<file path="src/adcc_cfg.svh">
`ifndef ADCC_CFG_SVH
`define ADCC_CFG_SVH
// Byte addresses of the register words
`define ADCC_OFF_CTRL0 12'h000
`define ADCC_OFF_CTRL1 12'h004
`define ADCC_OFF_CTRL2 12'h008
`define ADCC_OFF_RESH 12'h00c
`define ADCC_OFF_RESL 12'h010
// Field positions, start/format/channel word
`define ADCC_B_START 7
`define ADCC_B_BUSY 6
`define ADCC_B_PWR 5
`define ADCC_B_ALIGN 4
`define ADCC_F_CHAN 3:0
// Field positions, source/clock and reference/gain words
`define ADCC_F_SRC 7:4
`define ADCC_F_DIV 2:0
`define ADCC_B_AMP_EN 7
`define ADCC_B_AMP_BG 4
`define ADCC_F_REF 3:2
`define ADCC_F_GAIN 1:0
// Source codes that route the external channel
`define ADCC_SRC_EXT0 4'h0
`define ADCC_SRC_EXT1 4'h4
`define ADCC_SRC_EXT2 4'hc
// Writable masks; unimplemented bits read zero
`define ADCC_MASK0 8'hbf
`define ADCC_MASK1 8'hf7
`define ADCC_MASK2 8'h9f
`define ADCC_RST 8'h00
// Conversion length in converter clocks
`define ADCC_SAMPLE_CLKS 4
`define ADCC_CONV_CLKS 12
`define ADCC_CHAN_LAST 4'hb
`define ADCC_RESP_OKAY 2'b00
`define ADCC_RESP_SLVERR 2'b10
`endif

</file>
<file path="src/adcc_pkg.sv">
package adcc_pkg;
  typedef struct packed {
    logic pwr_en;
    logic [3:0] ext_chan;
    logic ext_connect;
    logic [3:0] int_src;
    logic sample;
    logic core_rst;
    logic [1:0] ref_sel;
    logic gain_amp_en;
    logic gain_amp_bg;
    logic [1:0] gain_code;
  } adcc_analog_t;
  typedef enum logic [1:0] {ADCC_IDLE, ADCC_SAMPLE, ADCC_CONVERT} adcc_state_t;
endpackage

</file>
<file path="src/adcc_top.sv">
// Chosen here: the address map and the AXI4-Lite slave port.
`include "adcc_cfg.svh"

// How it works
// - Conversion starts when start bit is written high then low.
// - Start bit high holds converter in reset and aborts conversion.
// - Busy flag sets on start sequence, clears on completion.
// - Completion pulses the interrupt request to the interrupt controller.
// - Power enable low switches off converter; results keep old value.
// - Alignment bit chooses left or right justified 12-bit result.
// - Result bits carrying no data read zero.
// - Channel codes 0..11 select an input pin; 12..15 select none.
// - Source field picks external, supply ratio, gain-amp ratio or ground.
// - Internal source disconnects external channel path.
// - Unimplemented control bits read zero.
// - Clock field divides system clock by two to the code.
// - Gain amp input is pin at 0, bandgap at 1.
// - Reference is supply, pin, or gain amp output for 1x.
// - Gain codes give gains 1, 1.667, 2.5, 3.333.
// - Conversion takes 4 sample and 12 convert converter clocks.
module adcc_top #(
  parameter int DATA_BITS = 12,
  parameter int DIV_BITS = 3
) (
  input wire logic sys_clk_i,
  input wire logic rst_n_i,
  input wire logic [11:0] s_axi_awaddr,
  input wire logic s_axi_awvalid,
  output logic s_axi_awready,
  input wire logic [31:0] s_axi_wdata,
  input wire logic [3:0] s_axi_wstrb,
  input wire logic s_axi_wvalid,
  output logic s_axi_wready,
  output logic [1:0] s_axi_bresp,
  output logic s_axi_bvalid,
  input wire logic s_axi_bready,
  input wire logic [11:0] s_axi_araddr,
  input wire logic s_axi_arvalid,
  output logic s_axi_arready,
  output logic [31:0] s_axi_rdata,
  output logic [1:0] s_axi_rresp,
  output logic s_axi_rvalid,
  input wire logic s_axi_rready,
  input wire logic core_bit_i,
  output logic core_clk_en_o,
  output adcc_pkg::adcc_analog_t analog_o,
  output logic conv_done_irq_o
);
  // Refused at elaboration: result packing and divider width are fixed
  if (DATA_BITS != 12 || DIV_BITS != 3) begin
    $error("adcc_top supports only 12 data bits and a 3-bit divider");
  end

  logic [7:0] ctrl0_q, ctrl1_q, ctrl2_q;
  logic [7:0] resh_q, resl_q;
  logic busy_q;
  logic [DATA_BITS-1:0] shreg_q;
  logic [3:0] step_q;
  logic [6:0] div_q;
  logic done_q;
  adcc_pkg::adcc_state_t state_q;

  // Write channel: address and data may arrive in either order
  logic aw_held_q, w_held_q;
  logic [11:0] awaddr_q;
  logic [7:0] wbyte_q;
  logic wlane_q;
  logic bvalid_q;
  logic [1:0] bresp_q;

  assign s_axi_awready = !aw_held_q && !bvalid_q;
  assign s_axi_wready = !w_held_q && !bvalid_q;
  assign s_axi_bvalid = bvalid_q;
  assign s_axi_bresp = bresp_q;

  wire aw_fire = s_axi_awvalid && s_axi_awready;
  wire w_fire = s_axi_wvalid && s_axi_wready;
  wire aw_have = aw_held_q || aw_fire;
  wire w_have = w_held_q || w_fire;
  wire wr_go = aw_have && w_have && !bvalid_q;
  wire [11:0] wr_addr = aw_held_q ? awaddr_q : s_axi_awaddr;
  wire [7:0] wr_byte = w_held_q ? wbyte_q : s_axi_wdata[7:0];
  wire wr_lane = w_held_q ? wlane_q : s_axi_wstrb[0];

  function automatic logic addr_known(input logic [11:0] a);
    addr_known = (a == `ADCC_OFF_CTRL0) || (a == `ADCC_OFF_CTRL1) || (a == `ADCC_OFF_CTRL2)
      || (a == `ADCC_OFF_RESH) || (a == `ADCC_OFF_RESL);
  endfunction

  wire wr_c0 = wr_go && wr_lane && (wr_addr == `ADCC_OFF_CTRL0);
  wire wr_c1 = wr_go && wr_lane && (wr_addr == `ADCC_OFF_CTRL1);
  wire wr_c2 = wr_go && wr_lane && (wr_addr == `ADCC_OFF_CTRL2);

  always_ff @(posedge sys_clk_i or negedge rst_n_i) begin
    if (!rst_n_i) begin
      aw_held_q <= 1'b0;
      w_held_q <= 1'b0;
      awaddr_q <= 12'h000;
      wbyte_q <= 8'h00;
      wlane_q <= 1'b0;
      bvalid_q <= 1'b0;
      bresp_q <= `ADCC_RESP_OKAY;
    end else begin
      if (aw_fire) begin
        awaddr_q <= s_axi_awaddr;
      end
      if (w_fire) begin
        wbyte_q <= s_axi_wdata[7:0];
        wlane_q <= s_axi_wstrb[0];
      end
      aw_held_q <= aw_have && !wr_go;
      w_held_q <= w_have && !wr_go;
      if (wr_go) begin
        bvalid_q <= 1'b1;
        bresp_q <= addr_known(wr_addr) ? `ADCC_RESP_OKAY : `ADCC_RESP_SLVERR;
      end else if (s_axi_bready) begin
        bvalid_q <= 1'b0;
      end
    end
  end

  // Read channel, one cycle latency
  logic rvalid_q;
  logic [31:0] rdata_q;
  logic [1:0] rresp_q;
  assign s_axi_arready = !rvalid_q;
  assign s_axi_rvalid = rvalid_q;
  assign s_axi_rdata = rdata_q;
  assign s_axi_rresp = rresp_q;

  // Busy bit is masked out of the stored word, so it can be merged in
  wire [7:0] ctrl0_rd = ctrl0_q | (8'(busy_q) << `ADCC_B_BUSY);
  wire [7:0] rd_byte =
    (s_axi_araddr == `ADCC_OFF_CTRL0) ? ctrl0_rd :
    (s_axi_araddr == `ADCC_OFF_CTRL1) ? ctrl1_q :
    (s_axi_araddr == `ADCC_OFF_CTRL2) ? ctrl2_q :
    (s_axi_araddr == `ADCC_OFF_RESH) ? resh_q :
    (s_axi_araddr == `ADCC_OFF_RESL) ? resl_q : 8'h00;

  always_ff @(posedge sys_clk_i or negedge rst_n_i) begin
    if (!rst_n_i) begin
      rvalid_q <= 1'b0;
      rdata_q <= 32'h0000_0000;
      rresp_q <= `ADCC_RESP_OKAY;
    end else if (s_axi_arvalid && !rvalid_q) begin
      rvalid_q <= 1'b1;
      rdata_q <= {24'h00_0000, rd_byte};
      rresp_q <= addr_known(s_axi_araddr) ? `ADCC_RESP_OKAY : `ADCC_RESP_SLVERR;
    end else if (s_axi_rready) begin
      rvalid_q <= 1'b0;
    end
  end

  // Control registers; unimplemented bits masked at write
  wire start_bit = ctrl0_q[`ADCC_B_START];
  wire pwr_en = ctrl0_q[`ADCC_B_PWR];
  wire start_fall = wr_c0 && start_bit && !wr_byte[`ADCC_B_START];
  // The power bit of the falling write decides, so a start that powers off never runs
  wire start_go = start_fall && wr_byte[`ADCC_B_PWR];

  always_ff @(posedge sys_clk_i or negedge rst_n_i) begin
    if (!rst_n_i) begin
      ctrl0_q <= `ADCC_RST;
      ctrl1_q <= `ADCC_RST;
      ctrl2_q <= `ADCC_RST;
    end else begin
      if (wr_c0) begin
        ctrl0_q <= wr_byte & `ADCC_MASK0;
      end
      if (wr_c1) begin
        ctrl1_q <= wr_byte & `ADCC_MASK1;
      end
      if (wr_c2) begin
        ctrl2_q <= wr_byte & `ADCC_MASK2;
      end
    end
  end

  // Divider: converter clock enable every 2**code system clocks
  wire [2:0] div_code = ctrl1_q[`ADCC_F_DIV];
  wire [6:0] div_max = 7'((8'h01 << div_code) - 8'h01);
  wire tick = (div_q == div_max);
  assign core_clk_en_o = tick && pwr_en && !start_bit;

  always_ff @(posedge sys_clk_i or negedge rst_n_i) begin
    if (!rst_n_i) begin
      div_q <= 7'h00;
    end else if (tick || start_bit || !pwr_en) begin
      div_q <= 7'h00;
    end else begin
      div_q <= div_q + 7'h01;
    end
  end

  // Sequencer: sampling clocks, then one bit per converter clock, MSB first
  wire last_step = (step_q == 4'(`ADCC_CONV_CLKS - 1));
  wire [DATA_BITS-1:0] result_d = {shreg_q[DATA_BITS-2:0], core_bit_i};

  always_ff @(posedge sys_clk_i or negedge rst_n_i) begin
    if (!rst_n_i) begin
      state_q <= adcc_pkg::ADCC_IDLE;
      busy_q <= 1'b0;
      step_q <= 4'h0;
      shreg_q <= '0;
      done_q <= 1'b0;
      resh_q <= 8'h00;
      resl_q <= 8'h00;
    end else begin
      done_q <= 1'b0;
      if (start_bit || !pwr_en) begin
        state_q <= adcc_pkg::ADCC_IDLE;
        busy_q <= start_go;
        step_q <= 4'h0;
        if (start_go) begin
          state_q <= adcc_pkg::ADCC_SAMPLE;
        end
      end else if (tick) begin
        unique case (state_q)
          adcc_pkg::ADCC_IDLE: begin
          end
          adcc_pkg::ADCC_SAMPLE: begin
            step_q <= step_q + 4'h1;
            if (step_q == 4'(`ADCC_SAMPLE_CLKS - 1)) begin
              step_q <= 4'h0;
              state_q <= adcc_pkg::ADCC_CONVERT;
            end
          end
          adcc_pkg::ADCC_CONVERT: begin
            shreg_q <= result_d;
            step_q <= step_q + 4'h1;
            if (last_step) begin
              state_q <= adcc_pkg::ADCC_IDLE;
              busy_q <= 1'b0;
              done_q <= 1'b1;
              if (ctrl0_q[`ADCC_B_ALIGN]) begin
                resh_q <= {4'h0, result_d[11:8]};
                resl_q <= result_d[7:0];
              end else begin
                resh_q <= result_d[11:4];
                resl_q <= {result_d[3:0], 4'h0};
              end
            end
          end
        endcase
      end
    end
  end

  assign conv_done_irq_o = done_q;

  // Analog switch settings
  wire [3:0] src = ctrl1_q[`ADCC_F_SRC];
  wire src_ext = (src == `ADCC_SRC_EXT0) || (src == `ADCC_SRC_EXT1) || (src >= `ADCC_SRC_EXT2);
  wire chan_ok = (ctrl0_q[`ADCC_F_CHAN] <= `ADCC_CHAN_LAST);

  assign analog_o.pwr_en = pwr_en;
  assign analog_o.ext_chan = ctrl0_q[`ADCC_F_CHAN];
  assign analog_o.ext_connect = pwr_en && src_ext && chan_ok;
  assign analog_o.int_src = src;
  assign analog_o.sample = (state_q == adcc_pkg::ADCC_SAMPLE);
  assign analog_o.core_rst = start_bit;
  assign analog_o.ref_sel = ctrl2_q[`ADCC_F_REF];
  assign analog_o.gain_amp_en = ctrl2_q[`ADCC_B_AMP_EN];
  assign analog_o.gain_amp_bg = ctrl2_q[`ADCC_B_AMP_BG];
  assign analog_o.gain_code = ctrl2_q[`ADCC_F_GAIN];
endmodule

</file>
<file path="config.mk">
export PLATFORM = sky130hd
export DESIGN_NAME = adcc_top
export DESIGN_NICKNAME = d
export VERILOG_FILES = /design/src/adcc_pkg.sv /design/src/adcc_top.sv
export VERILOG_INCLUDE_DIRS = /design/src
export SDC_FILE = /design/constraint.sdc
export NUM_CORES = 1
export LEC_CHECK = 0
export BUFFER_PORTS_ARGS = -buffer_cell sky130_fd_sc_hd__clkbuf_2
export CORE_UTILIZATION = 35
export CTS_BUF_LIST = sky130_fd_sc_hd__clkbuf_2 sky130_fd_sc_hd__clkbuf_4 sky130_fd_sc_hd__clkbuf_8
export CTS_CLUSTER_SIZE = 40
export DETAILED_ROUTE_END_ITERATION = 12
export GPL_ROUTABILITY_DRIVEN = 0
export PLACE_DENSITY_LB_ADDON = 0.2
export SLEW_MARGIN = 20
export SYNTH_ARGS = -nofsm -noshare
export SYNTH_HDL_FRONTEND = slang
export SYNTH_SLANG_ARGS = --single-unit
</file>
<file path="constraint.sdc">
create_clock -name sys_clk_i -period 3.4 [get_ports sys_clk_i]
set_input_delay 0.17 -clock sys_clk_i [delete_from_list [all_inputs] [get_ports sys_clk_i]]
set_output_delay 0.17 -clock sys_clk_i [all_outputs]
set_load 0.01 [all_outputs]
</file>
==> results.json, run 1 <==
{
  "outcome": "completed",
  "clockBufferDepth": 2,
  "die_y_um": 123,
  "grt_pass1_wl_um": 18200,
  "area_delta_synth_final_pct": 12.7,
  "dieArea_mm2": 0.0151,
  "num-nets-final": 590,
  "path_max_fanout": 15,
  "end_kind": "register",
  "track_usage": 0.162,
  "htreeDepth": 3,
  "rsz0062_at_grt": "false",
  "drv_slew": 0,
  "via_count": 3569,
  "clkTransAtPathRegs_ns": 0.10,
  "cp_data_arrival_time_ns": 2.91,
  "firstDrtPassIters": 4,
  "p_sw_mw": 0.811,
  "worst_slew_pin_slew_ns": 1.05,
  "synthArstFlopShare": 1.00,
  "synth.distinct_cells": 58,
  "clkPwrFrac": 0.307,
  "drc": 0,
  "clk_latency_ns": 0.38,
  "grt_antenna_before_repair": 0,
  "critPathLaunchType": "register",
  "hp-class": "input port to register",
  "drtAntennaViolNets": 0,
  "syn_area_mm2": 0.00511,
  "yosysTopAreaCellShare": 0.475,
  "finalHoldViolCount": 0,
  "fmax_mhz": 383,
  "drive_gt1_frac": 0.360,
  "ctsRootBufferMaster": "clkbuf_8",
  "crit_type": "register to register",
  "clock_sinks": 97,
  "drt_iter0_drc": 197,
  "ctsResizeCount": 0,
  "ys.flop_type": "dfrtp_1",
  "portBuffers": 75,
  "via_per_inst": 5.06,
  "fin_util": 0.411,
  "routedWlPerCell_um": 16.3,
  "setup_viol": 0,
  "grt_pass1_vias": 3460,
  "grt_max_degree": 54,
  "synth_edf_count": 0,
  "start_util": 0.364,
  "synth.area.top_cells": "dfrtp_1 (47%), mux2_2 (17%), buf_4 (5.3%), mux2i_1 (2.7%), nand2_1 (2.4%)",
  "yosysTopAreaCell": "dfrtp_1",
  "setup_tns_ns": 0,
  "power_leakage_nw": 2.67,
  "worst_ep_required_time_ns": 3.70,
  "power_frac_comb": 0.193,
  "cap_violations": 0,
  "rows": 43,
  "cts_tree": "built",
  "hold_ws_ns": 0.0302,
  "fp.dieW_um": 123,
  "irDropWorstVdd_mv": 0.296,
  "cts_buffers": 9,
  "p_int_mw": 2.05,
  "pwr-share-seq": 0.500,
  "dp_hpwl_um": 8390,
  "synth.avg_cell_area_um2": 11.2,
  "post-route-period-util": 0.768,
  "overflow": 0,
  "ys_ff_latch": 97,
  "finalCriticalPeriod_ns": 2.61,
  "synth_warnings": 0,
  "core_area_mm2": 0.0140,
  "diodes": 0,
  "relSlewSlack": 0.297,
  "drt_wl_total_um": 11500,
  "postSynthCellCount": 456,
  "power_per_cell_area_mw_per_mm2": 495,
  "ys_seq_area_frac": 0.475,
  "switching_share": 0.284,
  "pin_count": 129,
  "finClkSkew_ns": 0.00953
}
[cell type report]
cell class                      instances  area (um^2)
Multi-Input combinational cell        318         2390
Fill cell                            1361         8280
Inverter                               11         41.3
Timing Repair Buffer                   83          445
Clock inverter                          5         82.6
Clock buffer                           11          151
Tap cell                              180          225
Sequential cell                        97         2430
[layout by cell type, fill, tap and decap left out, types with 3 or more instances in the layout]
| master | count |
|---|---|
| nor4_1 | 10 |
| o22ai_1 | 8 |
| nand2_1 | 33 |
| xnor2_1 | 4 |
| a21oi_1 | 15 |
| nand4_1 | 4 |
| nor2_1 | 23 |
| conb_1 | 26 |
| dfrtp_1 | 97 |
| o311ai_0 | 4 |
| mux2i_1 | 14 |
| clkbuf_2 | 74 |
| nor2b_1 | 12 |
| xor2_1 | 3 |
| a22oi_1 | 4 |
| o21ai_0 | 12 |
| mux2_2 | 76 |
| nor3_1 | 10 |
| nand2b_1 | 5 |
| mux2_4 | 6 |
| dlygate4sd3_1 | 3 |
| inv_1 | 10 |
| a22o_1 | 5 |
| buf_4 | 6 |
| clkbuf_8 | 11 |
| nand3_1 | 4 |
[power groups by stage]
stage	sequential [mW]	clock (mW)	combinational, mW
final	1.43	0.878	0.551
after global routing	1.45	0.952	0.611
after CTS	1.43	0.904	0.559
after detailed placement	1.45	0	0.555
after global placement	1.44	0	0.540
after floorplan	1.40	0	0.457
[registers in the layout, indices dropped and copies added (netlist names), 2 cells and up]
register	cells
awaddr_q	12
shreg_q	11
resh_q	8
resl_q	8
s_axi_rdata	8
wbyte_q	8
ctrl0_q	7
ctrl1_q	7
div_q	7
ctrl2_q	6
step_q	4
state_q	2
[Yosys cell counts, drive strengths merged (2+ instances only)]
| master | n |
|---|---|
| nor3 | 10 |
| o31a | 2 |
| nand3 | 4 |
| mux2i | 14 |
| o41ai | 2 |
| a21oi | 15 |
| nor2 | 25 |
| ha | 2 |
| nand2 | 33 |
| a22oi | 5 |
| or3 | 2 |
| o22ai | 8 |
| xnor2 | 4 |
| or2 | 2 |
| buf | 44 |
| xor2 | 3 |
| mux2 | 83 |
| nand4 | 4 |
| o21bai | 2 |
| nand2b | 5 |
| o21ai | 12 |
| inv | 10 |
| clkbuf | 11 |
| nor2b | 12 |
| a22o | 5 |
| o311ai | 4 |
| o32ai | 2 |
| nor4 | 13 |
| a211o | 2 |
| and2 | 2 |
| dfrtp | 97 |
[stage by stage]
step                      setup slack, ns  power (mW)  area (um^2)  std cells
after floorplan                      1.14        1.85         5210        481
after global placement              0.837        1.98         5500        686
after detailed placement            0.823        2.01         5500        686
after CTS                           0.786        2.89         5770        705
after global routing                0.598        3.01         5770        705
final                               0.788        2.86         5770        705
[worst paths after layout]
check / slack [ns] / cells past startpoint / startpoint / endpoint
worst max register to register: 0.79 / 5 / aw_held_q / busy_q
worst min-delay path: 0.03 / 2 / s_axi_awaddr[1] / awaddr_q[1]
worst max-delay path: 0.79 / 5 / aw_held_q / busy_q
max in group asynchronous: 2.24 / 3 / rst_n_i / resl_q[4]
worst min register to register: 0.49 / 2 / s_axi_rdata[2] / s_axi_rdata[2]
min in group asynchronous: 0.37 / 2 / rst_n_i / div_q[5]
[cell families after synthesis]
kind of cell / synth area share
buffers and inverters: 0.0773
flip-flops: 0.475
other: 0.000733
AND/OR/NAND/NOR: 0.121
AO/OA/AOI/OAI: 0.0947
adder cells (fa/ha/maj): 0.00489
multiplexers: 0.215
XOR/XNOR: 0.0120
[critical path, stage by stage (launching register included)]
cell and delay (ns):
dfrtp_1 0.55, or3_1 0.44, a211o_1 0.36, a2111oi_4 0.79, nand4_1 0.25, o21ai_0 0.14
[per-layer routing]
| metal | up-vias | GRT usage | routed length [um] |
|---|---|---|---|
| met3 | 12 | 0.0475 | 581 |
| met4 | 0 | 0.0488 | 146 |
| met5 | - | 0 | 0 |
| met1 | 1765 | 0.211 | 5180 |
| li1 | 1710 | - | - |
| met2 | 82 | 0.259 | 5580 |
[timing repair]
item	CTS	global route
hold buffers	3	0
setup buffers	0	0
setup endpoints to repair	0	0
endpoints found under the hold margin	53	0
Note: power is estimated with default switching activity, not from simulation.
==> run 2, diff against run 1 <==
Clock period 3.4 ns to 2.37 ns, I/O delays scaled along.
==> results.json, run 2 (same netlist as run 1, synthesis figures left out) <==
{
  "grt_pass1_wl_um": 19100,
  "num-nets-final": 625,
  "diodes": 0,
  "firstDrtPassIters": 4,
  "rows": 43,
  "relSlewSlack": 0.467,
  "clockBufferDepth": 2,
  "p_int_mw": 2.89,
  "place_ws_ns": 0.0725,
  "cap_violations": 0,
  "power_frac_comb": 0.228,
  "drive_gt1_frac": 0.371,
  "finClkSkew_ns": 0.0111,
  "path_max_fanout": 7,
  "area_delta_synth_final_pct": 19.7,
  "p_sw_mw": 1.16,
  "min_path_cells": 2,
  "post-route-period-util": 0.958,
  "end_kind": "register",
  "drv_slew": 0,
  "routedWlPerCell_um": 15.8,
  "fin_ws_ns": 0.0993,
  "clock_sinks": 97,
  "overflow": 0,
  "grt_pass1_vias": 3748,
  "top_regs": "awaddr_q (12), shreg_q (11)",
  "fmax_mhz": 440,
  "via_count": 3633,
  "rr_worst_depth": 6,
  "clkPwrFrac": 0.277,
  "switching_share": 0.287,
  "start_util": 0.364,
  "cts_buffers": 9,
  "setup_tns_ns": 0,
  "fp.dieW_um": 123,
  "cts_tree": "built",
  "irDropWorstVdd_mv": 0.393,
  "final_common_cell": "dfrtp_1",
  "worst_slew_pin_slew_ns": 0.793,
  "dp_hpwl_um": 8730,
  "hp-class": "input port to register",
  "dieArea_mm2": 0.0151,
  "finalCriticalPeriod_ns": 2.27,
  "drc": 0,
  "top_register": "awaddr_q",
  "drtAntennaViolNets": 0,
  "setup_viol": 0,
  "pwr-share-seq": 0.494,
  "worst_ep_required_time_ns": 2.63,
  "outcome": "completed",
  "drt_iter0_drc": 165,
  "via_per_inst": 4.91,
  "cp_data_arrival_time_ns": 2.53,
  "crit_type": "register to register",
  "final_cell_mix": "dfrtp_1 (94), mux2_2 (76), clkbuf_2 (74)",
  "rsz0062_at_grt": "false",
  "finalHoldViolCount": 0,
  "clk_latency_ns": 0.38,
  "track_usage": 0.169,
  "htreeDepth": 3,
  "portBuffers": 75,
  "fin_util": 0.436,
  "critPathLaunchType": "register",
  "ff2ff_setup_slack_ns": 0.1,
  "grt_max_degree": 43,
  "power_per_cell_area_mw_per_mm2": 661,
  "core_area_mm2": 0.0140,
  "clkTransAtPathRegs_ns": 0.09,
  "power_leakage_nw": 2.83,
  "largest_register_ffs": 12,
  "total_power_mw": 4.05,
  "pin_count": 129,
  "drt_wl_total_um": 11700,
  "grt_antenna_before_repair": 0,
  "die_y_um": 123,
  "ctsRootBufferMaster": "clkbuf_8"
}
run 2: cell types whose count changed in the layout (fill, tap and decap cells not counted), moves of 3 or more:
| cell | change |
|---|---|
| dlygate4sd3_1 | +21 |
| buf_4 | +11 |
| buf_12 | +3 |
| dfrtp_1 | -3 |
| dfrtp_2 | +3 |
run 2: per-layer routing:
layer,global-route usage,vias up,part of all wire
met3,0.0457,13,0.048
met5,0,-,0
met2,0.282,81,0.50
met4,0.0640,0,0.015
li1,-,1779,-
met1,0.208,1760,0.44
run 2: path summary, 6_finish.rpt:
path	end	startpoint
min in group asynchronous	wbyte_q[1]	rst_n_i
worst min-delay path	awaddr_q[3]	s_axi_awaddr[3]
worst min register to register	s_axi_rdata[1]	s_axi_rdata[1]
worst max register to register	ctrl1_q[2]	aw_held_q
max in group asynchronous	w_held_q	rst_n_i
worst max-delay path	ctrl1_q[2]	aw_held_q
run 2: cell type report:
type                    instances  area (um^2)
flip-flops and latches         97         2430
well taps                     180          225
repair buffers                118          798
clock buffers                  11          145
clock inverters                 5         61.3
multi-input cells             318         2420
inverters                      11         41.3
fillers                      1330         7920
run 2: power by group through the flow:
stage / Clock, mW / Combinational, mW / Sequential [mW]
final: 1.12 / 0.925 / 2.00
after global routing: 1.25 / 1.02 / 2.04
after CTS: 1.18 / 0.935 / 2.00
after detailed placement: 0 / 0.901 / 2.04
after global placement: 0 / 0.879 / 2.02
after floorplan: 0 / 0.656 / 2.00
run 2: stage by stage:
step           instance area, um^2  std cells  hold WS [ns]
2_1_floorplan                 5210        481        -0.177
6_report                      6120        740        0.0259
3_3_place_gp                  5640        700         0.144
5_1_grt                       6120        740        0.0175
4_1_cts                       6090        740       0.00303
3_5_place_dp                  5640        700         0.143
run 2: worst max-delay path: stages, from the launching register on:
cell     delay (ns)
dfrtp_1        0.43
or3_1          0.38
a211o_1        0.36
a211o_1        0.34
nor2_2         0.16
buf_12         0.14
mux2_2         0.34
run 2: what timing repair did:
item,4_1_cts,5_1_grt
resized for setup,0,9
buffers inserted,0,0
hold endpoints to repair,62,0
hold buffers,24,0
endpoints found under the setup margin,0,37
